File: src/hdl/sow_pkg.sv
package sow_pkg;
    // Clock rate of sys_clk.
    localparam longint unsigned CLK_HZ = 40_000_000;
    localparam int NUM_CH = 6;

    // Times in their own units, as specified.
    localparam longint unsigned OV_HOLD_US = 25;
    localparam longint unsigned RST_HOLD_MS = 200;
    localparam longint unsigned WD_INIT_MS = 102_400;
    localparam longint unsigned WD_NORM_MS = 1_600;
    localparam longint unsigned MR_MIN_US = 1;
    localparam longint unsigned WDO_PULSE_US = 5;

    // Cycle counts; every figure is a whole number of cycles at 40 MHz.
    localparam longint unsigned OV_CYC_L = (OV_HOLD_US * CLK_HZ + 999_999) / 1_000_000;
    localparam longint unsigned RST_CYC_L = (RST_HOLD_MS * CLK_HZ + 999) / 1_000;
    localparam longint unsigned WD_INIT_CYC_L = (WD_INIT_MS * CLK_HZ + 999) / 1_000;
    localparam longint unsigned WD_NORM_CYC_L = (WD_NORM_MS * CLK_HZ + 999) / 1_000;
    localparam longint unsigned MR_CYC_L = (MR_MIN_US * CLK_HZ + 999_999) / 1_000_000;
    localparam longint unsigned PULSE_CYC_L = (WDO_PULSE_US * CLK_HZ + 999_999) / 1_000_000;

    // Counter widths and the short counts at those widths.
    localparam int OV_W = 11;
    localparam int RST_W = 24;
    localparam int WD_W = 32;
    localparam int MR_W = 6;
    localparam int PULSE_W = 8;
    localparam logic [OV_W-1:0] OV_CYC = OV_W'(OV_CYC_L);
    localparam logic [MR_W-1:0] MR_CYC = MR_W'(MR_CYC_L);
    localparam logic [PULSE_W-1:0] PULSE_CYC = PULSE_W'(PULSE_CYC_L);

    // Pin inputs travel together through the synchroniser.
    typedef struct packed {
        logic [NUM_CH-1:0] uv;
        logic [NUM_CH-1:0] ov;
        logic manual_reset_n;
        logic output_freeze_n;
        logic watchdog_kick_in;
    } sow_pins_t;

    localparam sow_pins_t PINS_IDLE = '{uv: '0, ov: '0, manual_reset_n: 1'b1,
                                        output_freeze_n: 1'b1, watchdog_kick_in: 1'b0};

    // Reset values of the outputs.
    localparam logic RESET_OUT_RST = 1'b0;
    localparam logic OV_FLAG_RST = 1'b0;
    localparam logic WDO_RST = 1'b1;

    typedef enum logic [1:0] {
        WD_CLEAR = 2'h0,
        WD_INITIAL = 2'h1,
        WD_NORMAL = 2'h3,
        WD_FAULT = 2'h2
    } sow_wd_state_t;
endpackage

File: src/hdl/sow_supervisor.sv
`timescale 1ns/1ps
// Notes on behaviour
// Reset, overvoltage and watchdog outputs are all active low.
// After power-up or a fault, reset and overvoltage stay asserted until timeouts end.
// Overvoltage flag asserts on any overvoltage; releases 25us after all clear.
// Reset asserts on any undervoltage or on a valid manual reset.
// Reset holds 200ms after the last cause clears; a new cause restarts it.
// Watchdog has an initial period of 102.4s and a normal period of 1.6s.
// Once the reset output is high after power-up, the initial period starts.
// After the initial phase each falling kick edge restarts a normal period.
// No kick within a normal period drives the watchdog output low.
// After a timeout the watchdog output stays low until the kick changes level.
// Each return of the watchdog output high starts a fresh initial period.
// With loopback to manual reset, the watchdog output pulses low about 5us.
// Asserted reset clears the watchdog and holds it cleared while reset is low; in WD_FAULT the clear waits for pulse_cnt to reach PULSE_CYC.
// A watchdog-caused reset still lasts the full reset timeout.
// Manual reset counts only when held low at least 1us; shorter pulses ignored.
// While the freeze input is low, all three outputs hold their state.
// Freeze has priority over manual reset.
// The processor kicks more often than once per normal period.
// Comparator flags are synchronised and all timeouts use clocked counters.
module sow_supervisor #(
    parameter logic [sow_pkg::RST_W-1:0] RST_CYC = sow_pkg::RST_W'(sow_pkg::RST_CYC_L),
    parameter logic [sow_pkg::WD_W-1:0] WD_INIT_CYC = sow_pkg::WD_W'(sow_pkg::WD_INIT_CYC_L),
    parameter logic [sow_pkg::WD_W-1:0] WD_NORM_CYC = sow_pkg::WD_W'(sow_pkg::WD_NORM_CYC_L)
) (
    // Clock, reset and enable.
    input wire logic sys_clk,
    input wire logic rst,
    input wire logic ce,
    // Comparator flags and pins from outside the clock domain.
    input wire logic [sow_pkg::NUM_CH-1:0] uv_flags,
    input wire logic [sow_pkg::NUM_CH-1:0] ov_flags,
    input wire logic manual_reset_n,
    input wire logic output_freeze_n,
    input wire logic watchdog_kick_in,
    // Active-low outputs.
    output logic reset_out_n,
    output logic overvoltage_flag_n,
    output logic watchdog_out_n
);
    sow_pkg::sow_pins_t pins_meta;
    sow_pkg::sow_pins_t pins;
    logic kick_d;
    logic [sow_pkg::OV_W-1:0] ov_cnt;
    logic [sow_pkg::RST_W-1:0] rst_cnt;
    logic [sow_pkg::MR_W-1:0] mr_cnt;
    logic [sow_pkg::WD_W-1:0] wd_cnt;
    logic [sow_pkg::PULSE_W-1:0] pulse_cnt;
    sow_pkg::sow_wd_state_t wd_state;
    logic adv;
    logic any_uv;
    logic any_ov;
    logic mr_valid;
    logic rst_cause;
    logic kick_fall;
    logic kick_edge;

    // Two-stage synchroniser; only pins (the second stage) feeds logic.
    always_ff @(posedge sys_clk) begin
        if (rst) begin
            pins_meta <= sow_pkg::PINS_IDLE;
            pins <= sow_pkg::PINS_IDLE;
        end else if (ce) begin
            pins_meta <= {uv_flags, ov_flags, manual_reset_n, output_freeze_n, watchdog_kick_in};
            pins <= pins_meta;
        end
    end

    // Freezing stops every timer too, so outputs resume exactly where they left off.
    assign adv = ce && pins.output_freeze_n;
    assign any_uv = |pins.uv;
    assign any_ov = |pins.ov;
    assign mr_valid = (mr_cnt == sow_pkg::MR_CYC);
    assign rst_cause = any_uv || mr_valid;
    assign kick_fall = kick_d && !pins.watchdog_kick_in;
    assign kick_edge = kick_d != pins.watchdog_kick_in;

    // Manual reset qualifier: must stay low for the full count to count.
    always_ff @(posedge sys_clk) begin
        if (rst) begin
            mr_cnt <= '0;
        end else if (adv) begin
            if (pins.manual_reset_n) begin
                mr_cnt <= '0;
            end else if (!mr_valid) begin
                mr_cnt <= mr_cnt + 1'b1;
            end
        end
    end

    // Overvoltage flag with release timeout.
    always_ff @(posedge sys_clk) begin
        if (rst) begin
            ov_cnt <= sow_pkg::OV_CYC;
            overvoltage_flag_n <= sow_pkg::OV_FLAG_RST;
        end else if (adv) begin
            if (any_ov) begin
                ov_cnt <= sow_pkg::OV_CYC;
            end else if (ov_cnt != '0) begin
                ov_cnt <= ov_cnt - 1'b1;
            end
            overvoltage_flag_n <= !(any_ov || ov_cnt != '0);
        end
    end

    // Reset output; any cause reloads the full timeout, including a watchdog loopback.
    always_ff @(posedge sys_clk) begin
        if (rst) begin
            rst_cnt <= RST_CYC;
            reset_out_n <= sow_pkg::RESET_OUT_RST;
        end else if (adv) begin
            if (rst_cause) begin
                rst_cnt <= RST_CYC;
            end else if (rst_cnt != '0) begin
                rst_cnt <= rst_cnt - 1'b1;
            end
            reset_out_n <= !(rst_cause || rst_cnt != '0);
        end
    end

    always_ff @(posedge sys_clk) begin
        if (rst) begin
            kick_d <= 1'b0;
        end else if (adv) begin
            kick_d <= pins.watchdog_kick_in;
        end
    end

    // Watchdog sequencer.
    always_ff @(posedge sys_clk) begin
        if (rst) begin
            wd_state <= sow_pkg::WD_CLEAR;
            wd_cnt <= '0;
            pulse_cnt <= '0;
            watchdog_out_n <= sow_pkg::WDO_RST;
        end else if (adv) begin
            unique case (wd_state)
                sow_pkg::WD_CLEAR: begin
                    watchdog_out_n <= 1'b1;
                    if (reset_out_n) begin
                        wd_state <= sow_pkg::WD_INITIAL;
                        wd_cnt <= WD_INIT_CYC - 1'b1;
                    end
                end
                sow_pkg::WD_INITIAL, sow_pkg::WD_NORMAL: begin
                    if (!reset_out_n) begin
                        wd_state <= sow_pkg::WD_CLEAR;
                        wd_cnt <= '0;
                    end else if (kick_fall) begin
                        wd_state <= sow_pkg::WD_NORMAL;
                        wd_cnt <= WD_NORM_CYC - 1'b1;
                    end else if (wd_cnt == '0) begin
                        wd_state <= sow_pkg::WD_FAULT;
                        watchdog_out_n <= 1'b0;
                        pulse_cnt <= '0;
                    end else begin
                        wd_cnt <= wd_cnt - 1'b1;
                    end
                end
                sow_pkg::WD_FAULT: begin
                    if (pulse_cnt != sow_pkg::PULSE_CYC) begin
                        pulse_cnt <= pulse_cnt + 1'b1;
                    end
                    // The low pulse lasts at least the minimum so a looped-back reset is certain.
                    if (!reset_out_n && pulse_cnt == sow_pkg::PULSE_CYC) begin
                        wd_state <= sow_pkg::WD_CLEAR;
                        wd_cnt <= '0;
                        watchdog_out_n <= 1'b1;
                    end else if (kick_edge) begin
                        wd_state <= sow_pkg::WD_INITIAL;
                        wd_cnt <= WD_INIT_CYC - 1'b1;
                        watchdog_out_n <= 1'b1;
                    end
                end
            endcase
        end
    end
endmodule // sow_supervisor

File: config.mk
export PLATFORM = sky130hd
export DESIGN_NAME = sow_supervisor
export DESIGN_NICKNAME = d
export VERILOG_FILES = /design/src/hdl/sow_pkg.sv /design/src/hdl/sow_supervisor.sv
export SDC_FILE = /design/constraint.sdc
export NUM_CORES = 1
export LEC_CHECK = 0
export CORE_MARGIN = 1
export CORE_UTILIZATION = 38
export CTS_CLUSTER_SIZE = 14
export DETAILED_ROUTE_END_ITERATION = 7
export DONT_BUFFER_PORTS = 1
export PLACE_DENSITY = 0.52
export SYNTH_ARGS = -nofsm -noshare
export SYNTH_HDL_FRONTEND = slang
export SYNTH_SLANG_ARGS = --single-unit
File: constraint.sdc
create_clock -name sys_clk -period 8.1 [get_ports sys_clk]
set_input_delay 0.405 -clock sys_clk [delete_from_list [all_inputs] [get_ports sys_clk]]
set_output_delay 0.405 -clock sys_clk [all_outputs]
set_load 0.05 [all_outputs]
==> out/metrics.cfg, run 1 <==
[final_layout]
final_layout_size_suffix_gt1_frac=0.0597
nets=700
fin_area_mm2=0.00647
instances_no_fill=871
fin_util=0.445
area_growth_pct=14.4
num_antenna_cells=0

[cts]
ctsRootBufferMaster=clkbuf_16
cts_buffer_depth=2
clock_sinks=117
htree_levels=4
cts_tree=built
cts_resized=0
cts_setup_buffers=0
cts_hold_buf=0
clk_latency_ns=0.41
cts_made_buffers=17
clkTransAtPathRegs_ns=0.06

[detailed_routing]
first_iter_violations=296
wire_per_inst_um=15.5
drc_errors=0
postRouteAntennaNets=0
drt_first_pass_iters=5
num_vias=4893
viasPerCell=5.62
wl_um=13500

[logic_synthesis]
synth_seq_cells=117
synth_compound_area_frac=0.164
synth-edff-count=0
synthTopCellsByCount=117 x dfxtp_1, 101 x nor2_1, 48 x nand2_1
post-synth-top-count-cell=dfxtp_1
syn_nets=709
syn_inst=683
synth_xor_area_frac=0.0635
yosys-top-cells-area=dfxtp_1 41%, nor2_1 6.7%, mux2i_1 5.1%
syn-cell-area_mm2=0.00566
syn_avg_cell_area_um2=8.29
ys_seq_area_frac=0.414
synth_top_area_share=0.414
muxShareOfSynthArea=0.0513
synthDistinctLibCells=62
synth_area_leader_cell=dfxtp_1
synthAdderAreaFrac=0.0177
synth-async-reset-ratio=0
synth-simple-area-share=0.250
yosysWarnings=0
ys.flop_type=dfxtp_1
synth_top_family_by_area=simple AND/OR/NAND/NOR gates

[setup_path]
worstReg2RegStart=pins[0]$_SDFFE_PP0P_
reg2reg_to=wd_cnt[22]$_SDFFE_PP0P_
critPathKind=reg2reg
required_ns=8.42
crit_path_end_kind=flip-flop
crit_arrival_ns=4.01
crit_path_end=wd_cnt[22]$_SDFFE_PP0P_
worstRegToRegCells=8
reg2reg_slack_ns=4.41
cp_max_fo=27
setup.worst_path.start=pins[0]$_SDFFE_PP0P_
startpoint_type=flip-flop

[timing]
tns_ns=0
worst_pin_slew_ns=1.01
min_period_ns=3.69
period_share=0.456
max_freq_ghz=0.271
setup-violations-final=0
finClkSkew_ns=0.00523
rsz0062_at_grt=false
maxSlewViolCount=0
whs_ns=0.0554
maxSlewHeadroom=0.323
hold_viol_final=0

[floorplanning]
dieArea_mm2=0.0154
chipHeight_um=124
rows=44
pin_count=21
die_w_um=124
initial_core_util=0.389
core_area_mm2=0.0145

[grt]
grt_max_degree=66
antenna_found_initial=0
grt_pass1_wl_um=22300
grtUsageTotal=0.188
grt_pass1_vias=4671
grt_overflow=0

[placed_design]
dp_hpwl_um=9150
io_buffers=0
post_dp_cell_area_mm2=0.00578
place_congestion=0.873
placed_cells=839

[power_and_ir_drop]
cellPowerDensity_mw_per_mm2=246
leakagePower_uw=0.00242
ir_worst_vdd_mv=0.142

[hold_path]
holdPathStages=1
worstHoldPathType=in2reg

[status]
status=finished, final reports clean

[run]
maxCapViolCount=0

## layout make-up
class	count	area, um^2
clock inverter	11	219
timing repair buffer	3	22.5
fill	1450	8060
inverter	26	97.6
sequential	117	2340
multi-input combinational	509	3090
clock buffer	21	470
tap	184	230
## registers in the layout (all words and copies together), names as in the netlist
register	cells
wd_cnt	32
rst_cnt	24
pins	15
pins_meta	15
ov_cnt	11
pulse_cnt	8
mr_cnt	6
wd_state	2
kick_d	1
overvoltage_flag_n	1
reset_out_n	1
watchdog_out_n	1
## layer usage
metal | wire, um | vias to the layer above | GRT usage | share of wire
met1 | 6430 | 2307 | 0.250 | 0.48
met2 | 6060 | 115 | 0.287 | 0.45
met5 | 0 | - | 0 | 0
met4 | 228 | 0 | 0.0848 | 0.017
li1 | - | 2445 | - | -
met3 | 738 | 26 | 0.0444 | 0.055
## cell usage in the layout, fill, tap and decap left out, types with 5 or more instances in the layout
| cell type | Yosys | final |
|---|---|---|
| bufinv_16 | 0 | 6 |
| and2_1 | 5 | 5 |
| nand3_1 | 15 | 15 |
| nand2b_1 | 6 | 6 |
| o211ai_1 | 8 | 8 |
| xor2_1 | 14 | 14 |
| a221oi_1 | 6 | 6 |
| nand2_1 | 48 | 48 |
| a31oi_1 | 6 | 6 |
| ha_1 | 8 | 8 |
| dfxtp_1 | 117 | 117 |
| xnor2_1 | 27 | 27 |
| nand4_1 | 9 | 9 |
| nor4_1 | 22 | 22 |
| inv_1 | 24 | 24 |
| o21ai_0 | 32 | 32 |
| or4_1 | 5 | 5 |
| a21oi_1 | 39 | 39 |
| o22a_1 | 5 | 5 |
| mux2i_1 | 29 | 29 |
| clkbuf_16 | 0 | 17 |
| nor2_1 | 101 | 101 |
| or3_1 | 11 | 11 |
| o21ai_1 | 10 | 10 |
| nor3_1 | 42 | 42 |
## kinds of logic after synthesis
kind of cell | count (synthesis)
multiplexers | 29
AND/OR/NAND/NOR | 288
AO/OA/AOI/OAI | 143
XOR/XNOR | 41
flip-flops | 117
adder cells (fa/ha/maj) | 8
buffers and inverters | 57
## per-stage QoR
| step | total power (uW) | setup WS [ns] |
|---|---|---|
| finish | 1590 | 4.41 |
| global placement | 728 | 4.64 |
| CTS | 1610 | 4.43 |
| floorplan | 715 | 5.44 |
| detailed placement | 731 | 4.46 |
| global route | 1650 | 4.08 |
## worst min-delay path by stage
| stage | from | end | slack (ns) |
|---|---|---|---|
| final | rst | wd_cnt[12]$_SDFFE_PP0P_ | 0.06 |
| after global routing | rst | wd_cnt[12]$_SDFFE_PP0P_ | 0.05 |
| after CTS | rst | wd_cnt[12]$_SDFFE_PP0P_ | 0.04 |
| after detailed placement | kick_d$_SDFFE_PP0P_ | kick_d$_SDFFE_PP0P_ | 0.45 |
| after global placement | kick_d$_SDFFE_PP0P_ | kick_d$_SDFFE_PP0P_ | 0.44 |
| after floorplan | kick_d$_SDFFE_PP0P_ | kick_d$_SDFFE_PP0P_ | 0.44 |
## report_power, final
part	total, uW	internal, uW	switching (uW)
registers	620	598	21.7
logic	99.1	42.8	56.3
clock network	871	603	268
total	1590	1240	346
## critical path: stages, from the launching register on
cell,delay [ns]
dfxtp_1,0.32
inv_1,0.06
ha_1,0.64
clkinv_1,0.54
nand2_1,0.62
nor4_4,0.11
nor2_2,0.79
o21ai_0,0.23
a221oi_1,0.28
No activity file was read; power rests on OpenSTA's default activity.
==> run 2: changes to the inputs <==
--- a/config.mk
+++ b/config.mk
@@ -10,7 +10,7 @@
 export CTS_CLUSTER_SIZE = 14
 export DETAILED_ROUTE_END_ITERATION = 7
 export DONT_BUFFER_PORTS = 1
-export PLACE_DENSITY = 0.52
+export PLACE_DENSITY = 0.54
 export SYNTH_ARGS = -nofsm -noshare
 export SYNTH_HDL_FRONTEND = slang
 export SYNTH_SLANG_ARGS = --single-unit
==> constraint.sdc (replaced) <==
create_clock -name sys_clk -period 3.35 [get_ports sys_clk]
set_input_delay 0.1675 -clock sys_clk [delete_from_list [all_inputs] [get_ports sys_clk]]
set_output_delay 0.1675 -clock sys_clk [all_outputs]
set_load 0.05 [all_outputs]
==> run 2 against run 1 <==
  * First-iteration DRC count is 20% higher
  * Sequential power is 140% higher
  * Register-to-register slack worse by 4.1 ns
  * Global-route usage is 0.63 points higher
  * Non-clock buffer count is 33 higher
==> out/metrics.cfg, run 2 (synthesized netlist as in run 1, its figures left out) <==
[floorplanning]
die_w_um=124
dieArea_mm2=0.0154
initial_core_util=0.389
rows=44
pin_count=21
chipHeight_um=124
core_area_mm2=0.0145

[setup_path]
required_ns=3.65
cp_slowest_stage_delay_ns=0.82
path_buf_inv=1
crit_path_end_kind=flip-flop
cp_slowest_cell=nor2_2
critPathKind=reg2reg
path_delay_family=simple AND/OR/NAND/NOR gates
reg2reg_slack_ns=0.30
cp_max_fo=27
startpoint_type=flip-flop
crit_arrival_ns=3.35
path_cells=inv_1 -> ha_1 -> nand4b_1 -> o311a_1 -> or3_1 -> nor2_2 -> o21ai_0 -> a221oi_1

[power_and_ir_drop]
power_frac_seq=0.431
swShare=0.250
leakagePower_uw=0.00251
power.internal_uw=2610
p_clk_frac=0.487
cellPowerDensity_mw_per_mm2=522
comb_power_share=0.082
switchingPower_uw=866
ir_worst_vdd_mv=0.341

[final_layout]
layout_commonest_cell=dfxtp_1
nets=733
largest_register_ffs=32
fin_area_mm2=0.00666
area_growth_pct=17.6
final_layout_size_suffix_gt1_frac=0.0792
instances_no_fill=904
regMostFlops=wd_cnt
num_antenna_cells=0
fin_util=0.458
final_cell_mix=117 x dfxtp_1, 101 x nor2_1, 48 x nand2_1, 42 x nor3_1, 39 x a21oi_1
largestRegisters=wd_cnt (32), rst_cnt (24)

[grt]
grt_pass1_wl_um=23100
antenna_found_initial=0
gr-max-usage-layer=met2
use_met1=0.257
grt_max_degree=63
grtUsageMet2=0.306
met3_usage=0.0403
grt_pass1_vias=4784
grt_overflow=0
grtUsageTotal=0.194

[placed_design]
post_dp_cell_area_mm2=0.00590
io_buffers=0
dp_hpwl_um=9390
placed_cells=854
place_congestion=0.854
dp_slack_ns=0.397

[cts]
clkTransAtPathRegs_ns=0.05
clk_latency_ns=0.41
cts_made_buffers=17
cts_buffer_depth=2
clock_sinks=117
cts_setup_buffers=0
cts_resized=0
htree_levels=4
cts_tree=built
ctsRootBufferMaster=clkbuf_16

[timing]
finClkSkew_ns=0.00565
worst_pin_slew_ns=1.02
rsz0062_at_grt=false
hold_viol_final=0
min_period_ns=3.05
max_freq_ghz=0.328
tns_ns=0
period_share=0.910
maxSlewHeadroom=0.320
fin_ws_ns=0.303
setup-violations-final=0
maxSlewViolCount=0

[detailed_routing]
viasPerCell=5.61
num_vias=5070
wl_um=13900
wire_per_inst_um=15.4
postRouteAntennaNets=0
first_iter_violations=356
drt_first_pass_iters=4
drc_errors=0

[status]
status=finished, final reports clean

[run]
maxCapViolCount=0

[hold_path]
worstHoldPathType=in2reg

==> run 2: cell count changes in the layout (fill, tap and decap cells not counted), sizes merged <==
| cell | previous run | this run |
|---|---|---|
| buf | 3 | 20 |
| dlygate4sd3 | 0 | 16 |
| bufinv | 6 | 1 |
| clkinv | 4 | 8 |
| clkinvlp | 1 | 4 |
| clkbuf | 21 | 20 |
| inv | 26 | 25 |
==> run 2: timing repair <==
action                     CTS  global route
setup endpoints to repair    0             0
hold endpoints to repair    75             0
hold buffers                18             0
==> run 2: layer usage <==
metal / share of wire / vias up
met5: 0 / -
met4: 0.016 / 0
met3: 0.048 / 22
met2: 0.45 / 149
met1: 0.48 / 2383
li1: - / 2516
==> run 2: path summary, 6_finish.rpt <==
check                                          startpoint                        end  depth (start not counted)
worst max-delay path            pulse_cnt[0]$_SDFFE_PP0P_    wd_cnt[22]$_SDFFE_PP0P_                          8
worst min-delay path                                  rst  pins_meta[2]$_SDFFE_PP1P_                          2
worst max register to register  pulse_cnt[0]$_SDFFE_PP0P_    wd_cnt[22]$_SDFFE_PP0P_                          8
worst min register to register        kick_d$_SDFFE_PP0P_        kick_d$_SDFFE_PP0P_                          2
==> run 2: stage by stage <==
stage / total power, uW / hold WS, ns
finish: 3470 / 0.0837
global route: 3620 / 0.0863
CTS: 3510 / 0.0732
detailed placement: 1770 / 0.254
global placement: 1760 / 0.252
floorplan: 1730 / 0.296
==> run 2: final cells by class <==
| class | count | area [um^2] |
|---|---|---|
| fillers | 1451 | 7880 |
| clock inverters | 12 | 106 |
| repair buffers | 36 | 343 |
| clock buffers | 20 | 447 |
| well taps | 184 | 230 |
| inverters | 26 | 97.6 |
| flip-flops and latches | 117 | 2340 |
| multi-input cells | 509 | 3090 |
==> run 2: power by group through the flow <==
stage | registers (uW) | logic (uW) | clock network, uW
floorplan | 1510 | 215 | 0
global placement | 1520 | 239 | 0
detailed placement | 1520 | 244 | 0
CTS | 1500 | 287 | 1730
global route | 1500 | 322 | 1790
finish | 1500 | 285 | 1690
==> run 2: worst reg2reg max path: cells and delay by family, from the launching register on <==
kind,cells,cell delay (ns)
fa+ha+maj,1,0.15
simple gates,3,1.41
buf+inv,1,0.07
flops,1,0.33
compound gates,3,0.97
==> run 3: changes to the inputs <==
--- a/config.mk
+++ b/config.mk
@@ -10,7 +10,7 @@
 export CTS_CLUSTER_SIZE = 14
 export DETAILED_ROUTE_END_ITERATION = 7
 export DONT_BUFFER_PORTS = 1
-export PLACE_DENSITY = 0.54
+export PLACE_DENSITY = 0.52
 export SYNTH_ARGS = -nofsm -noshare
 export SYNTH_HDL_FRONTEND = slang
 export SYNTH_SLANG_ARGS = --single-unit
==> constraint.sdc (replaced) <==
create_clock -name sys_clk -period 3.06 [get_ports sys_clk]
set_input_delay 0.153 -clock sys_clk [delete_from_list [all_inputs] [get_ports sys_clk]]
set_output_delay 0.153 -clock sys_clk [all_outputs]
set_load 0.05 [all_outputs]
==> run 3 against run 2 <==
  * Largest power group unchanged
  * Global-route usage rose by 0.43 points
  * Highest routed layer unchanged
  * Core utilization rose by 0.51 points
  * Critical path type unchanged
  * Register-to-register slack got worse by 0.07 ns
==> out/metrics.cfg, run 3 (synthesized netlist as in run 1, its figures left out) <==
[setup_path]
reg2reg_slack_ns=0.24
startpoint_type=flip-flop
worstReg2RegStart=wd_cnt[0]$_SDFFE_PP0P_
critPathKind=reg2reg
crit_arrival_ns=3.13
path_delay_family=simple AND/OR/NAND/NOR gates
required_ns=3.37
reg2reg_to=wd_cnt[7]$_SDFFE_PP0P_
setup.worst_path.start=wd_cnt[0]$_SDFFE_PP0P_
worstRegToRegCells=9
cp_slowest_cell=or4_4
crit_path_end_kind=flip-flop
path_cells=inv_1 -> ha_1 -> or4b_1 -> or4_4 -> nor4_1 -> buf_4 -> nand2b_1 -> a41oi_1 -> o22a_1
path_buf_inv=2
cp_slowest_stage_delay_ns=0.61
cp_max_fo=5

[placed_design]
io_buffers=0
place_congestion=0.804
post_dp_cell_area_mm2=0.00592
placed_cells=857
dp_hpwl_um=9500

[final_layout]
final_layout_size_suffix_gt1_frac=0.0833
regMostFlops=wd_cnt
fin_area_mm2=0.00673
nets=735
instances_no_fill=904
layout_commonest_cell=dfxtp_1
final_cell_mix=117 x dfxtp_1, 101 x nor2_1, 48 x nand2_1, 42 x nor3_1, 39 x a21oi_1
fin_util=0.463
num_antenna_cells=0
largestRegisters=wd_cnt (32), rst_cnt (24)
area_growth_pct=18.9
largest_register_ffs=32
fill_cells=1454

[timing]
rsz0062_at_grt=false
tns_ns=0
max_freq_ghz=0.354
min_period_ns=2.82
whs_ns=0.0615
hold_viol_final=0
finClkSkew_ns=0.0105
maxSlewHeadroom=0.377
worst_pin_slew_ns=0.922
period_share=0.923
setup-violations-final=0
maxSlewViolCount=0

[grt]
grt_pass1_wl_um=23400
grt_max_degree=63
antenna_found_initial=0
grtUsageTotal=0.198
grt_pass1_vias=4662
grt_overflow=0

[power_and_ir_drop]
comb_power_share=0.078
leakagePower_uw=0.00255
swShare=0.236
power.internal_uw=3070
p_clk_frac=0.515
cellPowerDensity_mw_per_mm2=597
switchingPower_uw=948
ir_worst_vdd_mv=0.370
power_frac_seq=0.408

[cts]
clkTransAtPathRegs_ns=0.06
cts_tree=built
cts_buffer_depth=2
ctsRootBufferMaster=clkbuf_16
cts_setup_buffers=0
cts_made_buffers=17
clk_latency_ns=0.42
clock_sinks=117
htree_levels=4

[floorplanning]
rows=44
die_w_um=124
dieArea_mm2=0.0154
chipHeight_um=124
pin_count=21
core_area_mm2=0.0145
initial_core_util=0.389

[status]
status=finished, final reports clean

[detailed_routing]
viasPerCell=5.58
first_iter_violations=324
postRouteAntennaNets=0
wire_per_inst_um=15.7
num_vias=5044
drc_errors=0
drt_first_pass_iters=5
wl_um=14200

[hold_path]
whs_endpoint=wd_cnt[9]$_SDFFE_PP0P_
holdPathStages=2
worstHoldPathType=in2reg
min_from=rst

[run]
maxCapViolCount=0

run 3: cell count changes in the layout (fill, tap and decap cells not counted), sizes merged:
cell         change
buf              +3
clkbuf           -3
clkinvlp         -1
bufinv           +3
dlygate4sd3      -1
clkinv           -1
run 3: final cells by class:
class,count,area [um^2],share of cell area
clock buffers,17,425,0.0632
clock inverters,13,184,0.0273
inverters,26,97.6,0.0145
multi-input cells,509,3100,0.460
flip-flops and latches,117,2340,0.348
well taps,184,230,0.0342
repair buffers,38,355,0.0528
run 3: power groups by stage:
stage / Combinational (uW) / Clock, uW / Sequential (uW)
global route: 349 / 2190 / 1650
detailed placement: 267 / 0 / 1670
finish: 312 / 2070 / 1640
floorplan: 235 / 0 / 1660
CTS: 313 / 2120 / 1640
global placement: 263 / 0 / 1670
run 3: per-layer routing:
layer | up-vias | global-route usage | wire length [um]
met5 | - | 0 | 0
met4 | 0 | 0.0789 | 188
met3 | 14 | 0.0472 | 580
met2 | 103 | 0.301 | 6480
met1 | 2417 | 0.269 | 6970
li1 | 2510 | - | -
run 3: worst max path at each step:
stage	end	cells after the start	slack, ns
2_1_floorplan	wd_cnt[9]$_SDFFE_PP0P_	9	0.40
3_3_place_gp	wd_cnt[25]$_SDFFE_PP0P_	8	0.27
3_5_place_dp	wd_cnt[20]$_SDFFE_PP0P_	8	0.11
4_1_cts	wd_cnt[20]$_SDFFE_PP0P_	8	0.09
5_1_grt	wd_cnt[7]$_SDFFE_PP0P_	9	0.04
6_report	wd_cnt[7]$_SDFFE_PP0P_	9	0.24
run 3: repair_timing:
item	in CTS	in global routing
endpoints found under the hold margin	76	0
endpoints found under the setup margin	0	10
hold buffers	17	0
gates resized for setup	0	1
run 3: stage by stage:
stage          setup slack [ns]  power (uW)
6_report                  0.235        4020
5_1_grt                  0.0387        4180
4_1_cts                  0.0888        4070
3_5_place_dp              0.113        1940
3_3_place_gp              0.266        1930
2_1_floorplan             0.403        1890
